===== src/inc/bmps_map.svh =====
`ifndef BMPS_MAP_SVH
`define BMPS_MAP_SVH
// Contract
// Enter burst mode from normal when feedback pin falls below entry threshold.
// In burst, steer bias down until optocurrent settles at its target.
// Optocurrent below low threshold raises the bias at the fast rate.
// Back in normal mode, ramp bias slowly up to nominal.
// Pulses inside a burst are never spaced wider than the minimum frequency period.
// Bursts aim to repeat at the target burst period.
// Pulse count per burst follows requested power, more at higher load.
// A burst never carries fewer than the minimum pulse count; the stop of R15 still ends a burst after fewer pulses.
// Too much power at minimum count stretches the burst period beyond target.
// Between bursts the circuits sit in a low-consumption state.
// A load rise starts the next burst at once, then pulses are added.
// Count changes by one only when new count differs by half a pulse.
// Allowed period deviation before a count change shrinks with larger counts.
// A count beyond the upper limit returns the device to normal mode.
// Feedback pin clamped during burst; stop current ends the burst immediately.
// After each burst pull feedback pin low, unless its current is low.
// Entering latched protection or safe restart enables the supply discharge sink.
// Pulse spacing, burst period and pull-down time come from clock cycle counters.

// Clock
`define BMPS_CLK_MHZ 100
`define BMPS_CLK_PERIOD_NS 10

// Minimum switching frequency inside a burst, longest spacing rounds down
`define BMPS_MIN_FSW_KHZ 25
`define BMPS_SPACING_CYC ((`BMPS_CLK_MHZ * 1000) / `BMPS_MIN_FSW_KHZ)

// Target burst period
`define BMPS_BURST_PERIOD_US 1250
`define BMPS_BURST_PERIOD_CYC (`BMPS_BURST_PERIOD_US * `BMPS_CLK_MHZ)

// Feedback pull-down after a burst, least time rounds up
`define BMPS_PD_TIME_NS 12500
`define BMPS_PD_CYC ((`BMPS_PD_TIME_NS + `BMPS_CLK_PERIOD_NS - 1) / `BMPS_CLK_PERIOD_NS)

// Pulse count limits and reset value
`define BMPS_MIN_PULSES 6'h03
`define BMPS_MAX_PULSES 6'h28

// Bias code, nominal is the top code
`define BMPS_BIAS_NOMINAL 8'hff
`define BMPS_BIAS_SLOW_CYC 2000
`define BMPS_BIAS_FAST_CYC 200

// Timer width shared by the short counters
`define BMPS_TIMER_W 12

`endif


===== src/inc/bmps_pkg.sv =====
package bmps_pkg;
	typedef enum logic [1:0] {ST_NORMAL, ST_RUN, ST_PULLDOWN, ST_WAIT} bmps_state_e;
	typedef logic [7:0] bmps_bias_t;
	typedef logic [5:0] bmps_count_t;
endpackage


===== src/verilog/bmps_burst_sequencer.sv =====
`include "bmps_map.svh"

module bmps_burst_sequencer
	import bmps_pkg::*;
#(
	parameter int PERIOD_W = 18,
	parameter int BURST_PERIOD_CYC = `BMPS_BURST_PERIOD_CYC
) (
	// Clock and reset
	input wire logic clock,
	input wire logic rst,
	// Feedback pin comparators
	input wire logic ctrlBelowEntry,
	input wire logic ctrlOptoAboveTarget,
	input wire logic ctrlOptoBelowLow,
	input wire logic ctrlAboveStop,
	input wire logic ctrlBelowPullDownLimit,
	// Energy request from the feedback loop
	input wire logic burstRequest,
	// Protection state
	input wire logic protActive,
	// Driver and mode
	output logic driverPulse,
	output logic burstMode,
	output logic lowPowerIdle,
	output bmps_count_t pulseCount,
	// Feedback pin control
	output logic ctrlClampEn,
	output logic ctrlPullDown,
	output bmps_bias_t biasCode,
	// Supply pin
	output logic supplyFastDischargeSink
);
	localparam int TW = `BMPS_TIMER_W;
	localparam int PRW = PERIOD_W + 7;

	if (PERIOD_W < 8 || PERIOD_W > 24) begin : gPeriodWidthCheck
		$error("bmps_burst_sequencer: PERIOD_W out of range");
	end
	if (BURST_PERIOD_CYC < 2 || BURST_PERIOD_CYC >= (1 << PERIOD_W)) begin : gPeriodCheck
		$error("bmps_burst_sequencer: BURST_PERIOD_CYC does not fit PERIOD_W");
	end
	if (`BMPS_SPACING_CYC >= (1 << TW) || `BMPS_PD_CYC >= (1 << TW)) begin : gTimerCheck
		$error("bmps_burst_sequencer: timer width too small");
	end
	if (`BMPS_SPACING_CYC < 2 || `BMPS_PD_CYC < 2) begin : gTimerMinCheck
		$error("bmps_burst_sequencer: spacing and pull-down need two cycles at least");
	end
	// Bias rates load the same narrow timers
	if (`BMPS_BIAS_SLOW_CYC < 2 || `BMPS_BIAS_SLOW_CYC >= (1 << TW)) begin : gSlowRateCheck
		$error("bmps_burst_sequencer: slow bias rate does not fit the timer");
	end
	if (`BMPS_BIAS_FAST_CYC < 2 || `BMPS_BIAS_FAST_CYC >= (1 << TW)) begin : gFastRateCheck
		$error("bmps_burst_sequencer: fast bias rate does not fit the timer");
	end
	// Limits must leave at least one legal count
	if (`BMPS_MIN_PULSES < 1 || `BMPS_MIN_PULSES > `BMPS_MAX_PULSES) begin : gPulseLimitCheck
		$error("bmps_burst_sequencer: pulse count limits out of order");
	end
	// Shortest burst must fit inside the target period
	if (BURST_PERIOD_CYC <= `BMPS_MIN_PULSES * `BMPS_SPACING_CYC) begin : gPeriodRoomCheck
		$error("bmps_burst_sequencer: target period shorter than the shortest burst");
	end

	bmps_state_e state_q;
	bmps_state_e state_d;
	bmps_count_t cur_q;
	bmps_count_t cur_d;
	bmps_count_t left_q;
	bmps_count_t left_d;
	logic [PERIOD_W-1:0] meas_q;
	logic startBurst;
	logic pulseNow;
	logic loadSpace;
	logic loadPd;
	logic spaceExp;
	logic pdExp;
	logic stepExp;
	logic stepFast;
	logic stepFast_q;
	logic loadStep;
	logic [TW-1:0] stepValue;
	logic [6:0] twoCur;
	logic [PRW-1:0] tgtProd;
	logic [PRW-1:0] upProd;
	logic [PRW-1:0] dnProd;
	logic addPulse;
	logic removePulse;

	// Pulse spacing timer
	// Loaded one short, as the reload lands on the edge after expiry
	bmps_timer #(
		.W(TW)
	) uSpaceTimer (
		.clock(clock),
		.rst(rst),
		.load(loadSpace),
		.loadValue(TW'(`BMPS_SPACING_CYC - 1)),
		.expired(spaceExp)
	);

	// Feedback pull-down timer
	bmps_timer #(
		.W(TW)
	) uPdTimer (
		.clock(clock),
		.rst(rst),
		.load(loadPd),
		.loadValue(TW'(`BMPS_PD_CYC - 1)),
		.expired(pdExp)
	);

	// Bias step rate timer
	bmps_timer #(
		.W(TW)
	) uStepTimer (
		.clock(clock),
		.rst(rst),
		.load(loadStep),
		.loadValue(stepValue),
		.expired(stepExp)
	);

	// Half-pulse decision: compare 2n*Ttarget against (2n+-1)*Tmeasured
	assign twoCur = {1'b0, cur_q} << 1;
	assign tgtProd = PRW'(twoCur) * PRW'(BURST_PERIOD_CYC);
	assign upProd = PRW'(twoCur + 7'h01) * PRW'(meas_q);
	assign dnProd = PRW'(twoCur - 7'h01) * PRW'(meas_q);
	// Allowed deviation is one part in 2n, so it narrows as n grows
	assign addPulse = (tgtProd > upProd);
	assign removePulse = (tgtProd < dnProd);

	always_comb begin
		state_d = state_q;
		cur_d = cur_q;
		left_d = left_q;
		startBurst = 1'b0;
		pulseNow = 1'b0;
		loadSpace = 1'b0;
		loadPd = 1'b0;
		case (state_q)
			ST_NORMAL: begin
				if (ctrlBelowEntry && !protActive) begin
					cur_d = `BMPS_MIN_PULSES;
					startBurst = 1'b1;
				end
			end
			ST_RUN: begin
				if (ctrlAboveStop) begin
					state_d = ctrlBelowPullDownLimit ? ST_WAIT : ST_PULLDOWN;
					loadPd = !ctrlBelowPullDownLimit;
				end else if (spaceExp) begin
					if (left_q == 6'h00) begin
						state_d = ctrlBelowPullDownLimit ? ST_WAIT : ST_PULLDOWN;
						loadPd = !ctrlBelowPullDownLimit;
					end else begin
						pulseNow = 1'b1;
						left_d = left_q - 6'h01;
						loadSpace = 1'b1;
					end
				end
			end
			ST_PULLDOWN: begin
				if (pdExp) begin
					state_d = ST_WAIT;
				end
			end
			ST_WAIT: begin
				// A request ends the idle gap at once, however short the period
				if (burstRequest) begin
					if (addPulse && cur_q == `BMPS_MAX_PULSES) begin
						state_d = ST_NORMAL;
					end else if (addPulse) begin
						cur_d = cur_q + 6'h01;
						startBurst = 1'b1;
					end else if (removePulse && cur_q > `BMPS_MIN_PULSES) begin
						cur_d = cur_q - 6'h01;
						startBurst = 1'b1;
					end else begin
						// Late request at minimum count simply stretches the period
						startBurst = 1'b1;
					end
				end
			end
			default: begin
				state_d = ST_NORMAL;
			end
		endcase
		if (startBurst) begin
			state_d = ST_RUN;
			pulseNow = 1'b1;
			left_d = cur_d - 6'h01;
			loadSpace = 1'b1;
		end
		// Protection stops switching whatever the burst engine was doing
		if (protActive) begin
			state_d = ST_NORMAL;
			startBurst = 1'b0;
			pulseNow = 1'b0;
		end
	end

	// Burst engine state
	always_ff @(posedge clock) begin
		if (rst) begin
			state_q <= ST_NORMAL;
		end else begin
			state_q <= state_d;
		end
	end

	// Pulses per burst; entry from normal mode starts again at the minimum
	always_ff @(posedge clock) begin
		if (rst) begin
			cur_q <= `BMPS_MIN_PULSES;
		end else begin
			cur_q <= cur_d;
		end
	end

	// Pulses still to issue in the running burst
	always_ff @(posedge clock) begin
		if (rst) begin
			left_q <= 6'h00;
		end else begin
			left_q <= left_d;
		end
	end

	// Burst period measured from one burst start to the next, saturating
	always_ff @(posedge clock) begin
		if (rst) begin
			meas_q <= '0;
		end else if (startBurst) begin
			// Starts at one so the value spans a full start-to-start period
			meas_q <= {{(PERIOD_W-1){1'b0}}, 1'b1};
		end else if (state_q == ST_NORMAL) begin
			meas_q <= '0;
		end else if (meas_q != '1) begin
			meas_q <= meas_q + {{(PERIOD_W-1){1'b0}}, 1'b1};
		end
	end

	// Registered outputs, aligned with the state they describe
	always_ff @(posedge clock) begin
		if (rst) begin
			driverPulse <= 1'b0;
			burstMode <= 1'b0;
			lowPowerIdle <= 1'b0;
			ctrlClampEn <= 1'b0;
			ctrlPullDown <= 1'b0;
			pulseCount <= `BMPS_MIN_PULSES;
		end else begin
			driverPulse <= pulseNow;
			burstMode <= (state_d != ST_NORMAL);
			lowPowerIdle <= (state_d == ST_WAIT);
			ctrlClampEn <= (state_d == ST_RUN);
			ctrlPullDown <= (state_d == ST_PULLDOWN);
			pulseCount <= cur_d;
		end
	end

	// Bias step rate: fast when optocurrent is low in burst, slow otherwise
	assign stepFast = (state_q != ST_NORMAL) && ctrlOptoBelowLow;
	assign stepValue = stepFast ? TW'(`BMPS_BIAS_FAST_CYC - 1)
		: TW'(`BMPS_BIAS_SLOW_CYC - 1);
	// Reload on a rise of the fast condition so the faster rate takes hold at once
	assign loadStep = stepExp || (stepFast && !stepFast_q);

	always_ff @(posedge clock) begin
		if (rst) begin
			stepFast_q <= 1'b0;
		end else begin
			stepFast_q <= stepFast;
		end
	end

	always_ff @(posedge clock) begin
		if (rst) begin
			biasCode <= `BMPS_BIAS_NOMINAL;
		end else if (stepExp) begin
			if (state_q == ST_NORMAL) begin
				if (biasCode != `BMPS_BIAS_NOMINAL) begin
					biasCode <= biasCode + 8'h01;
				end
			end else if (ctrlOptoBelowLow || !ctrlOptoAboveTarget) begin
				if (biasCode != `BMPS_BIAS_NOMINAL) begin
					biasCode <= biasCode + 8'h01;
				end
			end else if (biasCode != 8'h00) begin
				biasCode <= biasCode - 8'h01;
			end
		end
	end

	// Sink stays on until the supply collapses and resets the device
	always_ff @(posedge clock) begin
		if (rst) begin
			supplyFastDischargeSink <= 1'b0;
		end else if (protActive) begin
			supplyFastDischargeSink <= 1'b1;
		end
	end
endmodule


===== src/verilog/bmps_timer.sv =====
module bmps_timer #(
	parameter int W = 12
) (
	// Clock and reset
	input wire logic clock,
	input wire logic rst,
	// Control
	input wire logic load,
	input wire logic [W-1:0] loadValue,
	// Status
	output logic expired
);
	logic [W-1:0] count_q;

	if (W < 2) begin : gWidthCheck
		$error("bmps_timer: W must be at least 2");
	end

	// Expiry shows N edges after loading N; a reload on expiry repeats every N+1
	always_ff @(posedge clock) begin
		if (rst) begin
			count_q <= '0;
		end else if (load) begin
			count_q <= loadValue;
		end else if (count_q != '0) begin
			count_q <= count_q - {{(W-1){1'b0}}, 1'b1};
		end
	end

	assign expired = (count_q == '0);
endmodule


===== config.mk =====
export PLATFORM = sky130hd
export DESIGN_NAME = bmps_burst_sequencer
export DESIGN_NICKNAME = d
export VERILOG_FILES = /design/src/inc/bmps_pkg.sv /design/src/verilog/bmps_burst_sequencer.sv /design/src/verilog/bmps_timer.sv
export VERILOG_INCLUDE_DIRS = /design/src /design/src/inc
export SDC_FILE = /design/constraint.sdc
export NUM_CORES = 1
export LEC_CHECK = 0
export ABC_AREA = 1
export BUFFER_PORTS_ARGS = -buffer_cell sky130_fd_sc_hd__buf_4
export CORE_MARGIN = 10
export CORE_UTILIZATION = 45
export CTS_CLUSTER_DIAMETER = 40
export DETAILED_ROUTE_END_ITERATION = 10
export GPL_TIMING_DRIVEN = 0
export PLACE_DENSITY = 0.63
export SETUP_SLACK_MARGIN = 0.1
export SYNTH_ARGS = -nofsm -noshare
export SYNTH_HDL_FRONTEND = slang
export SYNTH_SLANG_ARGS = --single-unit

===== constraint.sdc =====
create_clock -name clock -period 14.5 [get_ports clock]
set_input_delay 3.625 -clock clock [delete_from_list [all_inputs] [get_ports clock]]
set_output_delay 3.625 -clock clock [all_outputs]
set_load 0.01 [all_outputs]

==> impl_metrics.tcl, run 1 <==
set metrics [dict create \
    status "complete, no violations" \
    drt_iter0_drc 776 \
    p_int_w 0.000633 \
    antenna_found_initial 0 \
    pin_count 29 \
    slew_headroom 0.441 \
    syn2layout_area_growth_pct 6.96 \
    cap_viol_max_count 0 \
    grt_max_degree 19 \
    p_sw_w 0.000562 \
    post_cts_resized 0 \
    switching_share 0.470 \
    yosys.area.top_type "fa_1" \
    r2r-end "left_q[4]" \
    r2r-start "pulseCount[0]" \
    synth_area_leaders "fa_1, ha_1, inv_1, dfxtp_1, nand2_1" \
    syn-instance-count 2119 \
    cts_tree "done" \
    vias_per_cell 5.03 \
    layout_commonest_cell "inv_1" \
    syn_area_mm2 0.0153 \
    crit_required_ns 14.78 \
    ir_drop_v 0.0000961 \
    period_share 0.707 \
    critical_path_arrival_ns 10.53 \
    fmax_ghz 0.0976 \
    die_h_um 205 \
    grt_usage 0.197 \
    wire_per_inst_um 15.5 \
    ant_nets 0 \
    start_util 0.456 \
    n_fill_cell 3427 \
    htreeDepth 3 \
    die_area_mm2 0.0419 \
    fin_skew_ns 0.0199 \
    postSynthAreaPerCell_um2 7.24 \
    end_kind "flop" \
    antenna_cells 0 \
    hp-class "reg -> reg" \
    r2r_setup_slack_ns 4.25 \
    clk_pin_slew_ns 0.08 \
    port_buffers 27 \
    synth-edff-count 0 \
    ff2ff_path_depth 50 \
    report.final.setup_viol 0 \
    rows 67 \
    cpMostUsedCell "nand2_1" \
    ys_ff_latch 83 \
    tightest_slew_ns 0.835 \
    pwr-share-clk 0.196 \
    whs_path_depth 2 \
    synth_top_area_share 0.244 \
    fp.coreArea_mm2 0.0336 \
    ys_warn_count 0 \
    power_density_mw_per_mm2 72.8 \
    hpwl_um 34200 \
    drt_pass1_iterations 5 \
    fin_nets 2560 \
    fp.dieW_um 205 \
    grt_pass1_vias 13200 \
    grt_setup_unrepaired "no" \
    place_area_mm2 0.0161 \
    vias 13100 \
    clockBufferDepth 2 \
    hold_slack_ns 0.473 \
    ys_seq_area_frac 0.108 \
    postCtsSetupRepairBufs 0 \
    gp_congestion 0.901 \
    seqPwrFrac 0.264 \
    setup-tns-final_ns 0 \
    route.detailed.drc 0 \
    synthArstFlopShare 0 \
    critPathKind "reg -> reg" \
    crit_path_max_fanout 10 \
    hold_buffers 0 \
    clock_latency_ns 0.36 \
    worst_setup_path_start_kind "flop" \
    hold_violations 0 \
    p_leak_nw 9.21 \
    cts_made_buffers 9 \
    drive_above_1_share 0.0435 \
    grt_overflow 0 \
    wirelength_um 40400 \
    clock_sink_count 83 \
    synth.distinct_cells 49 \
    slew_violations 0 \
    layout_common_cells "inv_1, nand2_1, ha_1" \
    grt_pass1_wl_um 66500 \
    post-route-min-period_ns 10.25 \
    crit_path_max_incr_delay_ns 0.78 \
    synth_ff_type "dfxtp_1" \
    final_area_mm2 0.0164 \
    syn_nets 2522 \
    p_comb_frac 0.540 \
    min_delay_worst_endpoint "left_q[2]" \
    clockRootBuffer "clkbuf_16" \
    slowest_stage "dfxtp_1" \
    worstHoldStart "left_q[2]" \
]
sequential cells by signal, indices dropped and copies added, names as in the netlist:
name and flops:
ctrlClampEn 1, supplyFastDischargeSink 1, lowPowerIdle 1, uSpaceTimer.count_q 12, meas_q 18, ctrlPullDown 1, left_q 6, state_q 2
biasCode 8, driverPulse 1, burstMode 1, stepFast_q 1, uStepTimer.count_q 12, uPdTimer.count_q 12, pulseCount 6
Yosys cell counts (3+ instances only):
cell type and count:
inv_2 6, dfxtp_1 83, o21ai_0 55, nand2_1 419, o21ai_1 3, a21o_1 5
buf_2 3, ha_1 207, nor4_1 14, fa_1 187, clkinv_1 6, a211oi_1 4
buf_1 7, clkbuf_1 38, or2_2 10, nor2_1 192, nand2_2 12, a21oi_1 93
nor3_1 20, o21bai_1 5, o31ai_1 4, a31oi_1 18, nand3_2 7, nand3_1 62
xor2_1 55, o211ai_1 9, xnor2_1 30, inv_1 522, nand4_1 16, o22ai_1 3
critical path, delay by kind of cell, from the launching register on:
family	cells	cell delay (ns)
compound gates	5	0.85
flops	1	0.78
buf+inv	9	2.47
simple gates	27	2.48
fa+ha+maj	8	3.43
xor+xnor	1	0.15
kinds of logic after synthesis:
group,synth area share
AOI/OAI and AO/OA,0.0777
xor gates and xnor gates,0.0486
and+or+nand+nor,0.209
adders and majority gates,0.413
DFF,0.108
buffers and inverters,0.144
routing by layer:
metal,global-route usage,up-vias,wire length [µm]
met5,0,-,0
met2,0.331,304,19100
li1,-,6509,-
met4,0.0505,0,777
met1,0.255,6276,18100
met3,0.0376,47,2470
power groups by stage:
stage	sequential (W)	combinational (W)	clock (W)
final	0.000316	0.000644	0.000234
after global routing	0.000323	0.000744	0.000250
after CTS	0.000316	0.000644	0.000241
after detailed placement	0.000320	0.000640	0
after global placement	0.000319	0.000625	0
after floorplan	0.000313	0.000481	0
area by class of cell:
type	count	area (µm²)	share of cell area
tap	448	561	0.0342
multi-input combinational	1452	11500	0.699
sequential	83	1660	0.101
timing repair buffer	27	203	0.0124
clock buffer	9	225	0.0137
buffer	50	196	0.0120
inverter	534	2000	0.122
clock inverter	7	78.8	0.00481
how the worst max path moves through the flow:
stage / startpoint / endpoint / slack [ns] / depth (start not counted)
floorplan: pulseCount[0] / left_q[4] / 6.96 / 47
global placement: pulseCount[0] / left_q[4] / 4.61 / 50
detailed placement: pulseCount[0] / left_q[4] / 4.47 / 50
CTS: pulseCount[0] / left_q[4] / 4.40 / 50
global route: pulseCount[0] / left_q[4] / 3.61 / 50
finish: pulseCount[0] / left_q[4] / 4.25 / 50
metrics by stage:
| stage | util | power, W | worst slack, ns | instances |
|---|---|---|---|---|
| 2_1_floorplan | - | 0.000794 | 6.96 | 2119 |
| 3_3_place_gp | 0.479 | 0.000944 | 4.61 | 2594 |
| 3_5_place_dp | 0.479 | 0.000960 | 4.47 | 2594 |
| 4_1_cts | 0.488 | 0.00120 | 4.40 | 2610 |
| 5_1_grt | 0.488 | 0.00132 | 3.61 | 2610 |
| 6_report | 0.488 | 0.00119 | 4.25 | 2610 |
No activity file was read; power rests on OpenSTA's default activity.
==> run 2: changes to the inputs <==
--- a/config.mk
+++ b/config.mk
@@ -6,14 +6,14 @@
 export SDC_FILE = /design/constraint.sdc
 export NUM_CORES = 1
 export LEC_CHECK = 0
-export ABC_AREA = 1
+export ABC_AREA = 0
 export BUFFER_PORTS_ARGS = -buffer_cell sky130_fd_sc_hd__buf_4
 export CORE_MARGIN = 10
 export CORE_UTILIZATION = 45
 export CTS_CLUSTER_DIAMETER = 40
 export DETAILED_ROUTE_END_ITERATION = 10
 export GPL_TIMING_DRIVEN = 0
-export PLACE_DENSITY = 0.63
+export PLACE_DENSITY = 0.66
 export SETUP_SLACK_MARGIN = 0.1
 export SYNTH_ARGS = -nofsm -noshare
 export SYNTH_HDL_FRONTEND = slang
==> constraint.sdc (replaced) <==
create_clock -name clock -period 8.4 [get_ports clock]
set_input_delay 2.1 -clock clock [delete_from_list [all_inputs] [get_ports clock]]
set_output_delay 2.1 -clock clock [all_outputs]
set_load 0.01 [all_outputs]
==> run 2 against run 1 <==
Compared with the run above:
- the run now ends with setup timing left
- sequential share of layout area down 0.60 points
- fmax up 14%
- core utilization up 5.6 points
- power up 24%
- non-clock buffer count up 91
- critical path type unchanged
- critical path depth down 12
- sequential power up 64%
- highest routed layer unchanged
- clock power up 74%
- sequential cell count unchanged
==> impl_metrics.tcl, run 2 <==
set metrics [dict create \
    status "finished, violations left" \
    violations "setup timing" \
    synthArstFlopShare 0 \
    r2r-end "left_q[4]" \
    grt_overflow 0 \
    slew_headroom 0.151 \
    end_kind "flop" \
    tightest_slew_ns 1.26 \
    vias 12800 \
    drt_pass1_iterations 7 \
    grt_usage 0.207 \
    post-route-min-period_ns 8.95 \
    hold_violations 0 \
    r2r-start "pulseCount[0]" \
    critPathKind "reg -> reg" \
    crit_path_start "pulseCount[0]" \
    drt_iter0_drc 725 \
    fin_nets 2317 \
    yosysMostFrequentCell "inv_1" \
    htreeDepth 3 \
    synth.distinct_cells 88 \
    layout_commonest_cell "inv_1" \
    syn_area_mm2 0.0150 \
    slew_violations 0 \
    clock_latency_ns 0.35 \
    grt_pass1_vias 13000 \
    seqPwrFrac 0.349 \
    drive_above_1_share 0.170 \
    grt_pass1_wl_um 68600 \
    cts_made_buffers 9 \
    vias_per_cell 5.40 \
    synth_area_leaders "fa_1, ha_1, dfxtp_1, inv_1, nor2_1" \
    p_leak_nw 8.51 \
    crit_path_max_incr_delay_ns 0.56 \
    ys_ff_latch 83 \
    cp-endpoint "left_q[4]" \
    crit_required_ns 8.65 \
    die_area_mm2 0.0409 \
    fin_skew_ns 0.0163 \
    rows 66 \
    cts_tree "done" \
    die_h_um 202 \
    fp.coreArea_mm2 0.0327 \
    hp-class "reg -> reg" \
    wire_per_inst_um 17.7 \
    r2r_setup_slack_ns -0.55 \
    syn-instance-count 1791 \
    period_share 1.07 \
    ys_top_cells_by_count "inv_1, ha_1, nor2_1" \
    route.detailed.drc 0 \
    cap_viol_max_count 0 \
    p_sw_w 0.000559 \
    ys_warn_count 0 \
    critical_path_arrival_ns 9.20 \
    hold_buffers 0 \
    syn2layout_area_growth_pct 18.9 \
    hpwl_um 31400 \
    clk_pin_slew_ns 0.06 \
    largest_reg_flops 18 \
    grt_max_degree 16 \
    clock_sink_count 83 \
    place_area_mm2 0.0161 \
    postSynthAreaPerCell_um2 8.35 \
    port_buffers 28 \
    total_power_w 0.00149 \
    fp.dieW_um 202 \
    clockBufferDepth 2 \
    pwr-share-clk 0.273 \
    n_fill_cell 3031 \
    pin_count 29 \
    gp_congestion 0.894 \
    antenna_found_initial 1 \
    ant_nets 0 \
    synth_ff_type "dfxtp_1" \
    setup_slack_ns -0.551 \
    power_density_mw_per_mm2 83.6 \
    ir_drop_v 0.000124 \
    report.final.setup_viol 6 \
    top_register "meas_q" \
    synth_top_area_share 0.250 \
    yosys.area.top_type "fa_1" \
    final_area_mm2 0.0178 \
    crit_path_max_fanout 5 \
    start_util 0.457 \
    switching_share 0.376 \
    p_int_w 0.000927 \
    syn_nets 2194 \
    layout_common_cells "inv_1, ha_1, fa_1" \
    ys_seq_area_frac 0.111 \
    ff2ff_path_depth 38 \
    p_comb_frac 0.377 \
    cpMostUsedCell "fa_1" \
    grt_setup_unrepaired "yes" \
    slowest_stage "fa_1" \
    clockRootBuffer "clkbuf_16" \
    wirelength_um 41800 \
    synth-edff-count 0 \
    worst_setup_path_start_kind "flop" \
    fmax_ghz 0.112 \
]
## run 2: changes by cell type after synthesis, sizes merged, moves of 11 or more
cell / before / now
inv: 528 / 314
o21a: 0 / 17
clkbuf: 39 / 50
and2: 0 / 60
nor3: 21 / 36
o21ai: 59 / 48
nand3: 69 / 37
nor2b: 0 / 18
xor2: 55 / 38
nand2b: 0 / 26
xnor2: 30 / 66
nand2: 432 / 126
## run 2: through the flow
stage | std cells | setup WS [ns] | setup TNS (ns) | hold slack, ns | utilization
floorplan | 1791 | -0.179 | -0.299 | 0.446 | -
global placement | 2261 | -1.99 | -41.53 | 0.458 | 0.491
detailed placement | 2261 | -2.13 | -43.30 | 0.465 | 0.491
CTS | 2342 | -0.502 | -1.46 | 0.479 | 0.532
global route | 2361 | -0.828 | -3.94 | 0.504 | 0.544
finish | 2362 | -0.551 | -2.04 | 0.473 | 0.544
## run 2: routing by layer
layer / routed length [µm] / share of wire / vias to the layer above / GRT usage
met1: 17800 / 0.43 / 6216 / 0.264
li1: - / - / 6067 / -
met3: 2810 / 0.067 / 72 / 0.0379
met4: 1280 / 0.031 / 0 / 0.0631
met2: 19900 / 0.48 / 410 / 0.349
met5: 0 / 0 / - / 0
## run 2: area by class of cell
type | count | area (µm²) | share of cell area
Antenna cell | 1 | 2.50 | 0.000141
Buffer | 55 | 473 | 0.0266
Clock buffer | 11 | 254 | 0.0143
Clock inverter | 5 | 43.8 | 0.00246
Inverter | 319 | 1250 | 0.0703
Multi-Input combinational cell | 1333 | 12600 | 0.709
Sequential cell | 83 | 1690 | 0.0953
Tap cell | 442 | 553 | 0.0311
Timing Repair Buffer | 113 | 897 | 0.0505
## run 2: cell families (layout without fill, tap and decap cells)
logic type,count (synthesis),after routing,share of synthesized area
AND/OR/NAND/NOR,564,564,0.182
adder cells (fa/ha/maj),394,394,0.423
buffers and inverters,375,503,0.0947
AO/OA/AOI/OAI,267,267,0.123
XOR/XNOR,104,104,0.0637
flip-flops,83,83,0.111
multiplexers,4,4,0.00284
other,0,1,0
## run 2: worst min path at each step
| stage | startpoint | endpoint | cells past startpoint |
|---|---|---|---|
| after floorplan | uPdTimer.count_q[8] | uPdTimer.count_q[8] | 2 |
| after global placement | supplyFastDischargeSink | supplyFastDischargeSink | 2 |
| after detailed placement | uPdTimer.count_q[8] | uPdTimer.count_q[8] | 2 |
| after CTS | uPdTimer.count_q[3] | uPdTimer.count_q[3] | 2 |
| after global routing | uPdTimer.count_q[3] | uPdTimer.count_q[3] | 2 |
| final | uPdTimer.count_q[3] | uPdTimer.count_q[3] | 2 |
## run 2: repair_timing
item / 4_1_cts / 5_1_grt
buffers inserted: 65 / 22
hold endpoints to repair: 0 / 0
setup endpoints to repair: 49 / 48
resized for setup: 111 / 84
pin swaps: 77 / 39
## run 2: critical path, delay by kind of cell, from the launching register on
family / cells / cell delay [ns]
xor+xnor: 1 / 0.19
fa+ha+maj: 8 / 2.94
flops: 1 / 0.35
compound gates: 13 / 3.20
buf+inv: 7 / 0.65
simple gates: 9 / 1.51
## run 2: power by group through the flow
| stage | clock [W] | combinational, W | sequential [W] |
|---|---|---|---|
| floorplan | 0 | 0.000410 | 0.000518 |
| global placement | 0 | 0.000509 | 0.000526 |
| detailed placement | 0 | 0.000520 | 0.000528 |
| CTS | 0.000418 | 0.000550 | 0.000519 |
| global route | 0.000428 | 0.000638 | 0.000531 |
| finish | 0.000406 | 0.000561 | 0.000519 |
